===== config.mk =====
export PLATFORM = sky130hd
export DESIGN_NAME = sacp_serial_port
export DESIGN_NICKNAME = d
export VERILOG_FILES = /design/src/logic/sacp_pin_sync.v /design/src/logic/sacp_serial_port.v
export VERILOG_INCLUDE_DIRS = /design/src /design/src/logic
export SDC_FILE = /design/constraint.sdc
export NUM_CORES = 1
export LEC_CHECK = 0
export ABC_AREA = 1
export BUFFER_PORTS_ARGS = -buffer_cell sky130_fd_sc_hd__buf_2
export CORE_MARGIN = 4
export CORE_UTILIZATION = 23
export CTS_CLUSTER_SIZE = 40
export DETAILED_ROUTE_END_ITERATION = 6
export GPL_ROUTABILITY_DRIVEN = 1
export PLACE_DENSITY = 0.46
export SKIP_LAST_GASP = 1
export SLEW_MARGIN = 20
export SYNTH_ARGS = -nofsm -noshare
export SYNTH_HDL_FRONTEND = slang
export SYNTH_SLANG_ARGS = --single-unit

===== constraint.sdc =====
create_clock -name clk_sys_in -period 3.7 [get_ports clk_sys_in]
set_input_delay 0.185 -clock clk_sys_in [delete_from_list [all_inputs] [get_ports clk_sys_in]]
set_output_delay 0.185 -clock clk_sys_in [all_outputs]
set_load 0.01 [all_outputs]

===== src/logic/sacp_defines.vh =====
/*
  Constants of the stereo converter serial output and control port: control word layout,
  register addresses, field positions, format and width codes, and the bit clock timing.
  Assumes it is included by bare name from the design files of this block.
*/
`ifndef SACP_DEFINES_VH
`define SACP_DEFINES_VH

// ----------------------------------------------------------------
// Control word layout
// ----------------------------------------------------------------
`define SACP_WORD_BITS        16
`define SACP_ADDR_MSB         15
`define SACP_ADDR_LSB         12
`define SACP_RW_BIT           11
`define SACP_RW_READ          1'b1
`define SACP_DATA_MSB         9
`define SACP_PEAK_BITS        6

// ----------------------------------------------------------------
// Register addresses
// ----------------------------------------------------------------
`define SACP_ADDR_FRONTEND    4'h0
`define SACP_ADDR_FORMAT      4'h1
`define SACP_ADDR_CLOCK_MUX   4'h2
`define SACP_ADDR_LEFT_PEAK   4'h3
`define SACP_ADDR_RIGHT_PEAK  4'h4
`define SACP_REG_RESET        10'h000

// ----------------------------------------------------------------
// Frontend gain and power control fields
// ----------------------------------------------------------------
`define SACP_F0_PEAK_EN       9
`define SACP_F0_DC_BLOCK      8
`define SACP_F0_POWER_DOWN    7
`define SACP_F0_MOD_RATE      6
`define SACP_F0_LGAIN_MSB     5
`define SACP_F0_LGAIN_LSB     3
`define SACP_F0_RGAIN_MSB     2
`define SACP_F0_RGAIN_LSB     0

// ----------------------------------------------------------------
// Serial format control fields
// ----------------------------------------------------------------
`define SACP_F1_MOD_MODE      7
`define SACP_F1_FMT_MSB       6
`define SACP_F1_FMT_LSB       5
`define SACP_F1_WW_MSB        4
`define SACP_F1_WW_LSB        3
`define SACP_F1_SLAVE         2
`define SACP_F1_MUTE_R        1
`define SACP_F1_MUTE_L        0

// ----------------------------------------------------------------
// Format and width codes
// ----------------------------------------------------------------
`define SACP_FMT_I2S          2'h0
`define SACP_FMT_RJ           2'h1
`define SACP_FMT_DSP          2'h2
`define SACP_FMT_LJ           2'h3
`define SACP_WW_24            2'h0
`define SACP_WW_20            2'h1
`define SACP_WW_16            2'h2
`define SACP_LEN_24           5'h18
`define SACP_LEN_20           5'h14
`define SACP_LEN_16           5'h10
`define SACP_MASK_24          24'hffffff
`define SACP_MASK_20          24'hfffff0
`define SACP_MASK_16          24'hffff00
`define SACP_SAMPLE_MSB       5'h17
`define SACP_HALF_SLOTS       6'h20
`define SACP_SYNC_SLOT        6'h3f

// ----------------------------------------------------------------
// Timing
// ----------------------------------------------------------------
`define SACP_CLK_PERIOD_NS    10
`define SACP_BCLK_PERIOD_NS   160
`define SACP_BCLK_HALF_CYC    (`SACP_BCLK_PERIOD_NS / (2 * `SACP_CLK_PERIOD_NS))
`define SACP_PIN_COUNT        7

`endif


===== src/logic/sacp_pin_sync.v =====
/*
  Three-stage synchroniser for the pins that arrive from outside the system clock.
  Assumes all pins are slow compared with the system clock.
*/
`timescale 1ns/10ps
`default_nettype none
`include "sacp_defines.vh"

module sacp_pin_sync (
  input  wire                        clk_sys_in,
  input  wire                        reset_n_in,
  input  wire                        clk_en_in,
  input  wire [`SACP_PIN_COUNT-1:0]  pin_in,
  output wire [`SACP_PIN_COUNT-1:0]  level_out
);

  // ----------------------------------------------------------------
  // Per pin stages
  // ----------------------------------------------------------------
  genvar i;
  generate
    for (i = 0; i < `SACP_PIN_COUNT; i = i + 1)
    begin : g_pin
      reg stage1;
      reg stage2;
      reg stage3;
      reg level;
      always @(posedge clk_sys_in or negedge reset_n_in)
      begin
        if (!reset_n_in)
        begin
          stage1 <= 1'b0;
          stage2 <= 1'b0;
          stage3 <= 1'b0;
          level  <= 1'b0;
        end
        else if (clk_en_in)
        begin
          stage1 <= pin_in[i];
          stage2 <= stage1;
          stage3 <= stage2;
          if (stage2 == stage3)
          begin
            level <= stage3;
          end
        end
      end
      assign level_out[i] = level;
    end
  endgenerate

endmodule // sacp_pin_sync

`default_nettype wire


===== src/logic/sacp_serial_port.v =====
/*
  Serial sample output port and serial control port of a stereo converter.
  Assumes samples arrive from the filter datapath on the system clock, while the bit clock,
  frame clock, chain input and control port pins arrive asynchronously.
*/
`timescale 1ns/10ps
`default_nettype none
`include "sacp_defines.vh"

// How it works
// - Frame at sample rate, 64 bit clocks.
// - Output changes on bit clock falling edges.
// - Samples are 16, 20 or 24 bits.
// - I2S: MSB second period, fall is left.
// - LJ: MSB first period, rise is left.
// - RJ: LSB in last period of half.
// - DSP: one period sync, then MSB.
// - Chain select pin enables cascade operation.
// - Cascade: 64-bit register, zero padded subframes.
// - Chain input feeds from the further device.
// - Sync loads register, shifts chain input behind.
// - Cascade forces left-justified framing.
// - Host or one device drives clocks.
// - Chained control words, shared latch applies.
// - Word: address, read flag, reserved, data.
// - Decode three control, two peak registers.
// - Peak readings returned in control frame.
// - Transfers only while latch held low.
// - Control clock samples input, drives return.
// - First register holds gain and power fields.
// - Format codes: I2S, RJ, DSP, LJ.
// - Width codes: 24, 20, 16, reserved.
// - Master drives clocks, slave receives them.
module sacp_serial_port (
  input  wire        clk_sys_in,
  input  wire        reset_n_in,
  input  wire        clk_en_in,
  input  wire        frame_clk_in,
  output reg         frame_clk_out,
  output reg         frame_clk_oe_out,
  input  wire        bit_clk_in,
  output reg         bit_clk_out,
  output reg         bit_clk_oe_out,
  output reg         sample_serial_out,
  input  wire        daisy_chain_select_in,
  input  wire        chain_serial_in,
  input  wire [23:0] left_sample_in,
  input  wire [23:0] right_sample_in,
  input  wire [5:0]  left_peak_in,
  input  wire [5:0]  right_peak_in,
  input  wire        control_serial_clock_in,
  input  wire        control_latch_in,
  input  wire        control_serial_in,
  output reg         control_serial_return_out,
  output reg         control_serial_return_oe_out,
  output wire        peak_enable_out,
  output wire        dc_block_enable_out,
  output wire        power_down_out,
  output wire        modulator_rate_select_out,
  output wire [2:0]  left_gain_field_out,
  output wire [2:0]  right_gain_field_out,
  output wire        modulator_mode_out,
  output wire [9:0]  clock_input_mux_out
);

  // ----------------------------------------------------------------
  // Pin synchronisers
  // ----------------------------------------------------------------
  wire [`SACP_PIN_COUNT-1:0] sync_lvl;
  wire                       s_frame;
  wire                       s_bclk;
  wire                       s_chain;
  wire                       s_control_serial_clock;
  wire                       s_latch;
  wire                       s_control_serial_in;
  wire                       s_daisy_chain_select;

  sacp_pin_sync u_sync (
    .clk_sys_in (clk_sys_in),
    .reset_n_in (reset_n_in),
    .clk_en_in  (clk_en_in),
    .pin_in     ({daisy_chain_select_in, frame_clk_in, bit_clk_in, chain_serial_in,
                  control_serial_clock_in, control_latch_in, control_serial_in}),
    .level_out  (sync_lvl)
  );

  assign {s_daisy_chain_select, s_frame, s_bclk, s_chain, s_control_serial_clock, s_latch, s_control_serial_in} = sync_lvl;

  // ----------------------------------------------------------------
  // Control registers
  // ----------------------------------------------------------------
  reg  [9:0]  frontend_gain_power_control;
  reg  [9:0]  serial_format_control;
  reg  [9:0]  clock_input_mux_control;
  wire        slave_mode = serial_format_control[`SACP_F1_SLAVE];
  wire [1:0]  fmt_field  = serial_format_control[`SACP_F1_FMT_MSB:`SACP_F1_FMT_LSB];
  wire [1:0]  ww_field   = serial_format_control[`SACP_F1_WW_MSB:`SACP_F1_WW_LSB];
  wire [1:0]  eff_fmt    = s_daisy_chain_select ? `SACP_FMT_LJ : fmt_field;

  assign peak_enable_out           = frontend_gain_power_control[`SACP_F0_PEAK_EN];
  assign dc_block_enable_out       = frontend_gain_power_control[`SACP_F0_DC_BLOCK];
  assign power_down_out            = frontend_gain_power_control[`SACP_F0_POWER_DOWN];
  assign modulator_rate_select_out = frontend_gain_power_control[`SACP_F0_MOD_RATE];
  assign left_gain_field_out       = frontend_gain_power_control[`SACP_F0_LGAIN_MSB:`SACP_F0_LGAIN_LSB];
  assign right_gain_field_out      = frontend_gain_power_control[`SACP_F0_RGAIN_MSB:`SACP_F0_RGAIN_LSB];
  assign modulator_mode_out        = serial_format_control[`SACP_F1_MOD_MODE];
  assign clock_input_mux_out       = clock_input_mux_control;

  // ----------------------------------------------------------------
  // Word width decode
  // ----------------------------------------------------------------
  reg [4:0]  word_len;
  reg [23:0] word_mask;

  always @*
  begin
    case (ww_field)
      `SACP_WW_20:
      begin
        word_len  = `SACP_LEN_20;
        word_mask = `SACP_MASK_20;
      end
      `SACP_WW_16:
      begin
        word_len  = `SACP_LEN_16;
        word_mask = `SACP_MASK_16;
      end
      default:
      begin
        word_len  = `SACP_LEN_24;
        word_mask = `SACP_MASK_24;
      end
    endcase
  end

  // ----------------------------------------------------------------
  // Bit clock events
  // ----------------------------------------------------------------
  reg  [3:0] div_cnt;
  reg        bclk_q;
  reg        s_bclk_prev;
  reg  [5:0] mcnt;
  reg        lr_prev;
  reg  [5:0] fpos;
  reg        chain_bit;
  reg [63:0] shreg;
  reg [23:0] left_hold;
  reg [23:0] right_hold;
  wire       div_wrap = (div_cnt == `SACP_BCLK_HALF_CYC - 1);
  wire       fall_evt = slave_mode ? (s_bclk_prev & ~s_bclk) : (div_wrap & bclk_q);
  wire       rise_evt = slave_mode ? (~s_bclk_prev & s_bclk) : (div_wrap & ~bclk_q);
  wire [5:0] next_mcnt = mcnt + 6'h01;

  // ----------------------------------------------------------------
  // Frame position and output bit
  // ----------------------------------------------------------------
  reg        next_lr_m;
  reg        lr_now;
  reg  [5:0] next_fpos;
  reg  [4:0] offset;
  reg  [4:0] k_idx;
  reg [23:0] cur_word;
  reg        frame_start;
  reg        muted;
  reg        next_bit;
  reg [63:0] next_shreg;

  always @*
  begin
    next_lr_m = (eff_fmt == `SACP_FMT_DSP) ? (next_mcnt == `SACP_SYNC_SLOT)
                                           : (next_mcnt[5] ^ (eff_fmt != `SACP_FMT_I2S));
    lr_now = slave_mode ? s_frame : next_lr_m;
    if (eff_fmt == `SACP_FMT_DSP)
    begin
      next_fpos = (lr_now & ~lr_prev) ? `SACP_SYNC_SLOT : fpos + 6'h01;
    end
    else if (lr_now != lr_prev)
    begin
      next_fpos = (lr_now ^ (eff_fmt == `SACP_FMT_I2S)) ? 6'h00 : `SACP_HALF_SLOTS;
    end
    else
    begin
      next_fpos = fpos + 6'h01;
    end
    offset = (eff_fmt == `SACP_FMT_I2S) ? 5'h01 : (eff_fmt == `SACP_FMT_RJ) ? 5'h00 - word_len : 5'h00;
    frame_start = (next_fpos == 6'h00) && (fpos != 6'h00);
    cur_word = next_fpos[5] ? right_hold : (frame_start ? left_sample_in : left_hold);
    muted    = serial_format_control[next_fpos[5] ? `SACP_F1_MUTE_R : `SACP_F1_MUTE_L];
    k_idx = next_fpos[4:0] - offset;
    next_bit = ((next_fpos[4:0] >= offset) && (k_idx < word_len) && !muted) ? cur_word[`SACP_SAMPLE_MSB - k_idx] : 1'b0;
    if (frame_start)
    begin
      next_shreg = {left_sample_in & word_mask & {24{~serial_format_control[`SACP_F1_MUTE_L]}}, 8'h00,
                    right_sample_in & word_mask & {24{~serial_format_control[`SACP_F1_MUTE_R]}},
                    8'h00};
    end
    else
    begin
      next_shreg = {shreg[62:0], chain_bit};
    end
  end

  // ----------------------------------------------------------------
  // Serial output engine
  // ----------------------------------------------------------------
  always @(posedge clk_sys_in or negedge reset_n_in)
  begin
    if (!reset_n_in)
    begin
      div_cnt           <= 4'h0;
      bclk_q            <= 1'b0;
      s_bclk_prev       <= 1'b0;
      mcnt              <= 6'h00;
      lr_prev           <= 1'b0;
      fpos              <= 6'h00;
      chain_bit         <= 1'b0;
      shreg             <= 64'h0000000000000000;
      left_hold         <= 24'h000000;
      right_hold        <= 24'h000000;
      sample_serial_out <= 1'b0;
      frame_clk_out     <= 1'b0;
      frame_clk_oe_out  <= 1'b0;
      bit_clk_out       <= 1'b0;
      bit_clk_oe_out    <= 1'b0;
    end
    else if (clk_en_in)
    begin
      s_bclk_prev      <= s_bclk;
      frame_clk_oe_out <= ~slave_mode;
      bit_clk_oe_out   <= ~slave_mode;
      if (div_wrap)
      begin
        div_cnt <= 4'h0;
        bclk_q  <= ~bclk_q;
      end
      else
      begin
        div_cnt <= div_cnt + 4'h1;
      end
      bit_clk_out <= div_wrap ? ~bclk_q : bclk_q;
      if (rise_evt)
      begin
        chain_bit <= s_chain;
      end
      if (fall_evt)
      begin
        mcnt    <= next_mcnt;
        lr_prev <= lr_now;
        fpos    <= next_fpos;
        if (!slave_mode)
        begin
          frame_clk_out <= next_lr_m;
        end
        if (frame_start)
        begin
          left_hold  <= left_sample_in;
          right_hold <= right_sample_in;
        end
        shreg             <= next_shreg;
        sample_serial_out <= s_daisy_chain_select ? next_shreg[63] : next_bit;
      end
    end
  end

  // ----------------------------------------------------------------
  // Control port
  // ----------------------------------------------------------------
  reg         s_control_serial_clock_prev;
  reg         s_latch_prev;
  reg  [15:0] csr;
  reg   [9:0] read_data;
  wire  [3:0] c_addr = csr[`SACP_ADDR_MSB:`SACP_ADDR_LSB];
  wire        latch_rise = s_latch & ~s_latch_prev;

  always @*
  begin
    case (c_addr)
      `SACP_ADDR_FORMAT:
      begin
        read_data = serial_format_control;
      end
      `SACP_ADDR_CLOCK_MUX:
      begin
        read_data = clock_input_mux_control;
      end
      `SACP_ADDR_LEFT_PEAK:
      begin
        read_data = {4'h0, left_peak_in & {`SACP_PEAK_BITS{peak_enable_out}}};
      end
      `SACP_ADDR_RIGHT_PEAK:
      begin
        read_data = {4'h0, right_peak_in & {`SACP_PEAK_BITS{peak_enable_out}}};
      end
      default:
      begin
        read_data = 10'h000;
      end
    endcase
  end

  always @(posedge clk_sys_in or negedge reset_n_in)
  begin
    if (!reset_n_in)
    begin
      s_control_serial_clock_prev                  <= 1'b0;
      s_latch_prev                 <= 1'b1;
      csr                          <= 16'h0000;
      control_serial_return_out    <= 1'b0;
      control_serial_return_oe_out <= 1'b0;
      frontend_gain_power_control  <= `SACP_REG_RESET;
      serial_format_control        <= `SACP_REG_RESET;
      clock_input_mux_control      <= `SACP_REG_RESET;
    end
    else if (clk_en_in)
    begin
      s_control_serial_clock_prev                  <= s_control_serial_clock;
      s_latch_prev                 <= s_latch;
      control_serial_return_oe_out <= ~s_latch;
      if (!s_latch && s_control_serial_clock && !s_control_serial_clock_prev)
      begin
        csr <= {csr[14:0], s_control_serial_in};
      end
      else if (latch_rise)
      begin
        if (csr[`SACP_RW_BIT] == `SACP_RW_READ)
        begin
          csr <= {c_addr, `SACP_RW_READ, 1'b0, read_data};
        end
        else
        begin
          case (c_addr)
            `SACP_ADDR_FRONTEND:
            begin
              frontend_gain_power_control <= csr[`SACP_DATA_MSB:0];
            end
            `SACP_ADDR_FORMAT:
            begin
              serial_format_control <= csr[`SACP_DATA_MSB:0];
            end
            `SACP_ADDR_CLOCK_MUX:
            begin
              clock_input_mux_control <= csr[`SACP_DATA_MSB:0];
            end
            default:
            begin
              clock_input_mux_control <= clock_input_mux_control;
            end
          endcase
        end
      end
      if (!s_latch && !s_control_serial_clock && s_control_serial_clock_prev)
      begin
        control_serial_return_out <= csr[15];
      end
    end
  end

endmodule // sacp_serial_port

`default_nettype wire


==> summary.md <==
For this configuration, the core starts out at a cell density of 23.3%. Worst reg2reg path endpoint: sample_serial_out$_DFFE_PN0P_. Proportion of layout cells with a drive suffix above 1: 16.4%. The slowest stage of the critical path is the dfrtp_2 cell. Relative to the synthesized area, the layout overhead comes to 27.7%. Static timing analysis puts the maximum clock frequency at 284 MHz. The run gives 1 as the H-tree depth reported by CTS. In this run the worst hold path is classified as in2reg.

STA classifies the critical path endpoint as a register. Port buffering added 97 buffers. The critical hold path startpoint was clk_en_in.

After global routing the overflow that remains totals 0. Setup repair after global routing could not meet its margin everywhere. Together, buffers and inverters on the worst path number 4. The via count of the first global-routing pass is 8834, and the final-stage net count is 1491. The share of total power dissipated in combinational logic is 48.1%. Top flip-flop cell by instance count after synthesis: dfrtp_1. Global routing consumed, over all layers together, 12.5% of the routing resources. During I/O placement, the number of pins put on the boundary was 98. The synthesized area was 10300 sq um. The final route contains 9025 vias. In this run, the number of DRC markers left after iteration 0 of detailed routing was 524. The distinct cell type count after synthesis is 45, and the number of nets produced by synthesis is 1346. The launching point of the worst reg2reg path was mcnt[0]$_DFFE_PN0P_. In this run, flip-flops and latches consume 31.1% of the power. Fraction of the mapped netlist area in compound gates: 15.9%. Ranked by total cell area, the synthesized netlist is headed by dfrtp_1 (51%), nand2_1 (12%), o21ai_0 (7.1%).

Global routing consumed, on the met3 layer, 2.10% of the routing resources. For this design the static power due to leakage is 6.09 nW. The highest-utilization routing layer at the global route stage is met2. For the clock sink count, the log shows 212. In this run the remaining antenna-violating nets after routing total 0. The critical path's largest stage delay works out to 0.45 ns.

Dividing the detail-routed via count by the number of cells gives 4.47. By instance count, the cell type seen most on the critical path is nand2_1. A synthesized cell averages 8.16 sq um.

The depth of the worst hold-timing path works out to 3. The async set-reset flop share out of synthesis was 100%; the count of final max-slew check failures was 0. The logs give 0 for the initial antenna violation count and 38.1% for the remaining max-slew budget at the tightest pin. After detailed routing, the number of remaining DRC violations is 0. The portion of synthesized cell area occupied by the leading cell type was 51.2%; the average detailed-routed wire length per instance was 15.2 um.

Measured along the y axis, the die boundary spans 220 um. Of the total synthesized cell area, the portion taken by XOR and XNOR cells is 0.764%. Detailed placement ended at an HPWL of 20.3 mm.

In the global route stage, met1 resource usage came out at 18.0%. The pin count of the biggest net entering global routing is 87, and the count of mapped cells out of synthesis is 1264. The adder-cell area share of the yosys netlist is 1.46%, and the sequential element share of the synthesized area is 51.4%. Clock tree synthesis inserted a total of 24 buffers. The cell class contributing the biggest share of worst-path delay was simple AND/OR/NAND/NOR gates.

Across the VDD grid, the largest voltage drop is 0.586 mV. For this design the ratio of total power to cell area is 913 nW/um^2. The run gives 4818 as the count of filler cells inserted in the layout.

Counting flops with a built-in enable in the synthesized netlist gives 0. The switching power as a share of total power was 41.8%. The run finished with clean final reports. The cell-internal power is 7.00 mW, and the slew of the pin with the lowest slew margin is 0.929 ns. The clock latency reported for the late side of the worst-skew pair is 0.53 ns.

The first TritonRoute pass finished after 5 iterations. The synthesized design contains 212 register bits. The critical path is of the reg2reg type. In this run the standard cell core region covers 44300 sq um. After synthesis, the largest family of logic cells by area is simple AND/OR/NAND/NOR gates. The share of synthesized area spent on multiplexers came out at 0%. The logs give 48.9 mm for the first-pass GRT wire length and 0 for the number of maximum-capacitance violations.

The final-report setup violation count is 0. The run gives 1911 as the number of placed cells counting well taps. Power comes to 12.0 mW. Worst-case reg-to-reg path depth: 29.

During synthesis, Yosys emitted a total of 0 warnings. The tools report the count of non-filler cells in the finished layout as 2018. The tools report the global placer's final weighted congestion as 0.833. The full die area is 48300 sq um. Post-route minimum period: 3.52 ns.

In this run the clock root is driven by a clkbuf_16. The switching power total was 5.02 mW; the worst endpoint data arrival time was 3.98 ns. The antenna diode count is 0. The horizontal die dimension was 220 um.

The area share of and/or/nand/nor cells after synthesis works out to 22.3%. STA classifies the critical path startpoint as a register. The final wirelength was 30.6 mm. The endpoint of the worst hold-timing path is u_sync.g_pin[0].stage3$_DFFE_PN0P_.

The total count of hold-check failures in the final report is 0. The peak fanout along the critical path was 6; the post-route clock skew was 0.00870 ns. The clock passes through at most 3 buffers. Row generation in the floorplan step produced 77 rows.

Setup slack on the worst reg-to-reg path comes out at 0.18 ns. For the worst setup path, the data required time is 4.16 ns. The final cycle utilization of the critical path is 95.3%, and the clock-pin slew on the worst setup and hold paths is 0.06 ns.

For this run, global-route usage on met2 was measured as 19.8%. Part of the total power dissipated in the clock network: 20.8%. TritonCTS built the clock tree. The post-synthesis cell type with the largest combined area was dfrtp_1.
[state kept, by name (all words and copies together) (netlist names), 4 cells and up]
signal / cells
u_sync.g_pin.level: 7
div_cnt: 4
mcnt: 6
serial_format_control: 10
frontend_gain_power_control: 10
u_sync.g_pin.stage1: 7
right_hold: 24
u_sync.g_pin.stage2: 7
left_hold: 24
shreg: 63
clock_input_mux_out: 10
u_sync.g_pin.stage3: 7
csr: 16
fpos: 6
[timing repair]
action | CTS | global route
setup buffers | 0 | 5
gates cloned | 0 | 3
gates resized for setup | 2 | 51
endpoints found under the hold margin | 175 | 0
pin swaps | 0 | 27
hold buffers | 56 | 0
endpoints found under the setup margin | 1 | 65
[worst min-delay path: stages]
cell and delay [ns]:
buf_2 0.17, nand2_1 0.09, nand2_1 0.05
[power by group through the flow]
stage,Clock [mW],Combinational [mW],Sequential [mW]
3_5_place_dp,0,5.11,3.77
5_1_grt,2.68,6.55,3.85
2_1_floorplan,0,3.69,3.64
4_1_cts,2.58,5.18,3.74
6_report,2.50,5.78,3.75
3_3_place_gp,0,5.08,3.75
[layer usage]
metal	wire length, um	up-vias
met4	538	0
li1	-	4483
met5	0	-
met2	14000	154
met1	14800	4349
met3	1280	39
[cells in the final DEF (no fill, tap or decap), types with 8 or more instances in the layout]
master,count
o211ai_1,9
a21oi_1,51
buf_2,96
a31oi_1,8
o21ai_0,144
inv_1,120
dfrtp_1,210
clkbuf_16,28
dlygate4sd3_1,56
o21ai_1,31
nand4_1,12
nand3b_1,13
nand3_1,120
o31ai_1,8
nand2_1,308
ha_1,8
nand2_2,8
buf_4,30
inv_2,11
nor2_1,41
o311ai_1,16
[area by class of cell]
type / count / area, sq um / share of cell area (%)
inverters: 135 / 512 / 3.88
well taps: 592 / 741 / 5.62
repair buffers: 191 / 1440 / 10.9
flip-flops and latches: 212 / 5310 / 40.3
clock buffers: 32 / 682 / 5.18
multi-input cells: 845 / 4360 / 33.1
clock inverters: 11 / 136 / 1.04
[synthesized netlist by cell type (all sizes together), types with 13 or more instances]
| library cell | instances |
|---|---|
| a21oi | 55 |
| buf | 28 |
| clkbuf | 44 |
| dfrtp | 211 |
| inv | 132 |
| nand2 | 321 |
| nand3 | 124 |
| nand3b | 13 |
| nor2 | 48 |
| o21ai | 177 |
| o311ai | 17 |
[worst max-delay path by stage]
stage	from	cells past startpoint	endpoint
2_1_floorplan	mcnt[0]$_DFFE_PN0P_	26	sample_serial_out$_DFFE_PN0P_
3_3_place_gp	mcnt[0]$_DFFE_PN0P_	26	sample_serial_out$_DFFE_PN0P_
3_5_place_dp	mcnt[0]$_DFFE_PN0P_	26	sample_serial_out$_DFFE_PN0P_
4_1_cts	mcnt[0]$_DFFE_PN0P_	26	sample_serial_out$_DFFE_PN0P_
5_1_grt	mcnt[2]$_DFFE_PN0P_	29	sample_serial_out$_DFFE_PN0P_
6_report	mcnt[0]$_DFFE_PN0P_	29	sample_serial_out$_DFFE_PN0P_
[through the flow]
stage                     hold slack (ns)  util, %  setup WS (ns)  instance area [sq um]  setup TNS (ns)
after CTS                         0.00589     29.0         0.0364                  12900               0
after global routing               0.0355     29.7         -0.169                  13200           -1.24
final                              0.0164     29.7          0.175                  13200               0
after floorplan                    -0.111        -          0.265                  10300               0
after global placement              0.249     25.9         0.0326                  11500               0
after detailed placement            0.250     25.9        -0.0458                  11500         -0.0458
[cell families after synthesis]
family | count (synthesis)
adders and majority gates | 12
and+or+nand+nor | 532
buffers and inverters | 207
DFF | 212
xor gates and xnor gates | 9
AOI/OAI and AO/OA | 292
Note: power is estimated with default switching activity, not from simulation.
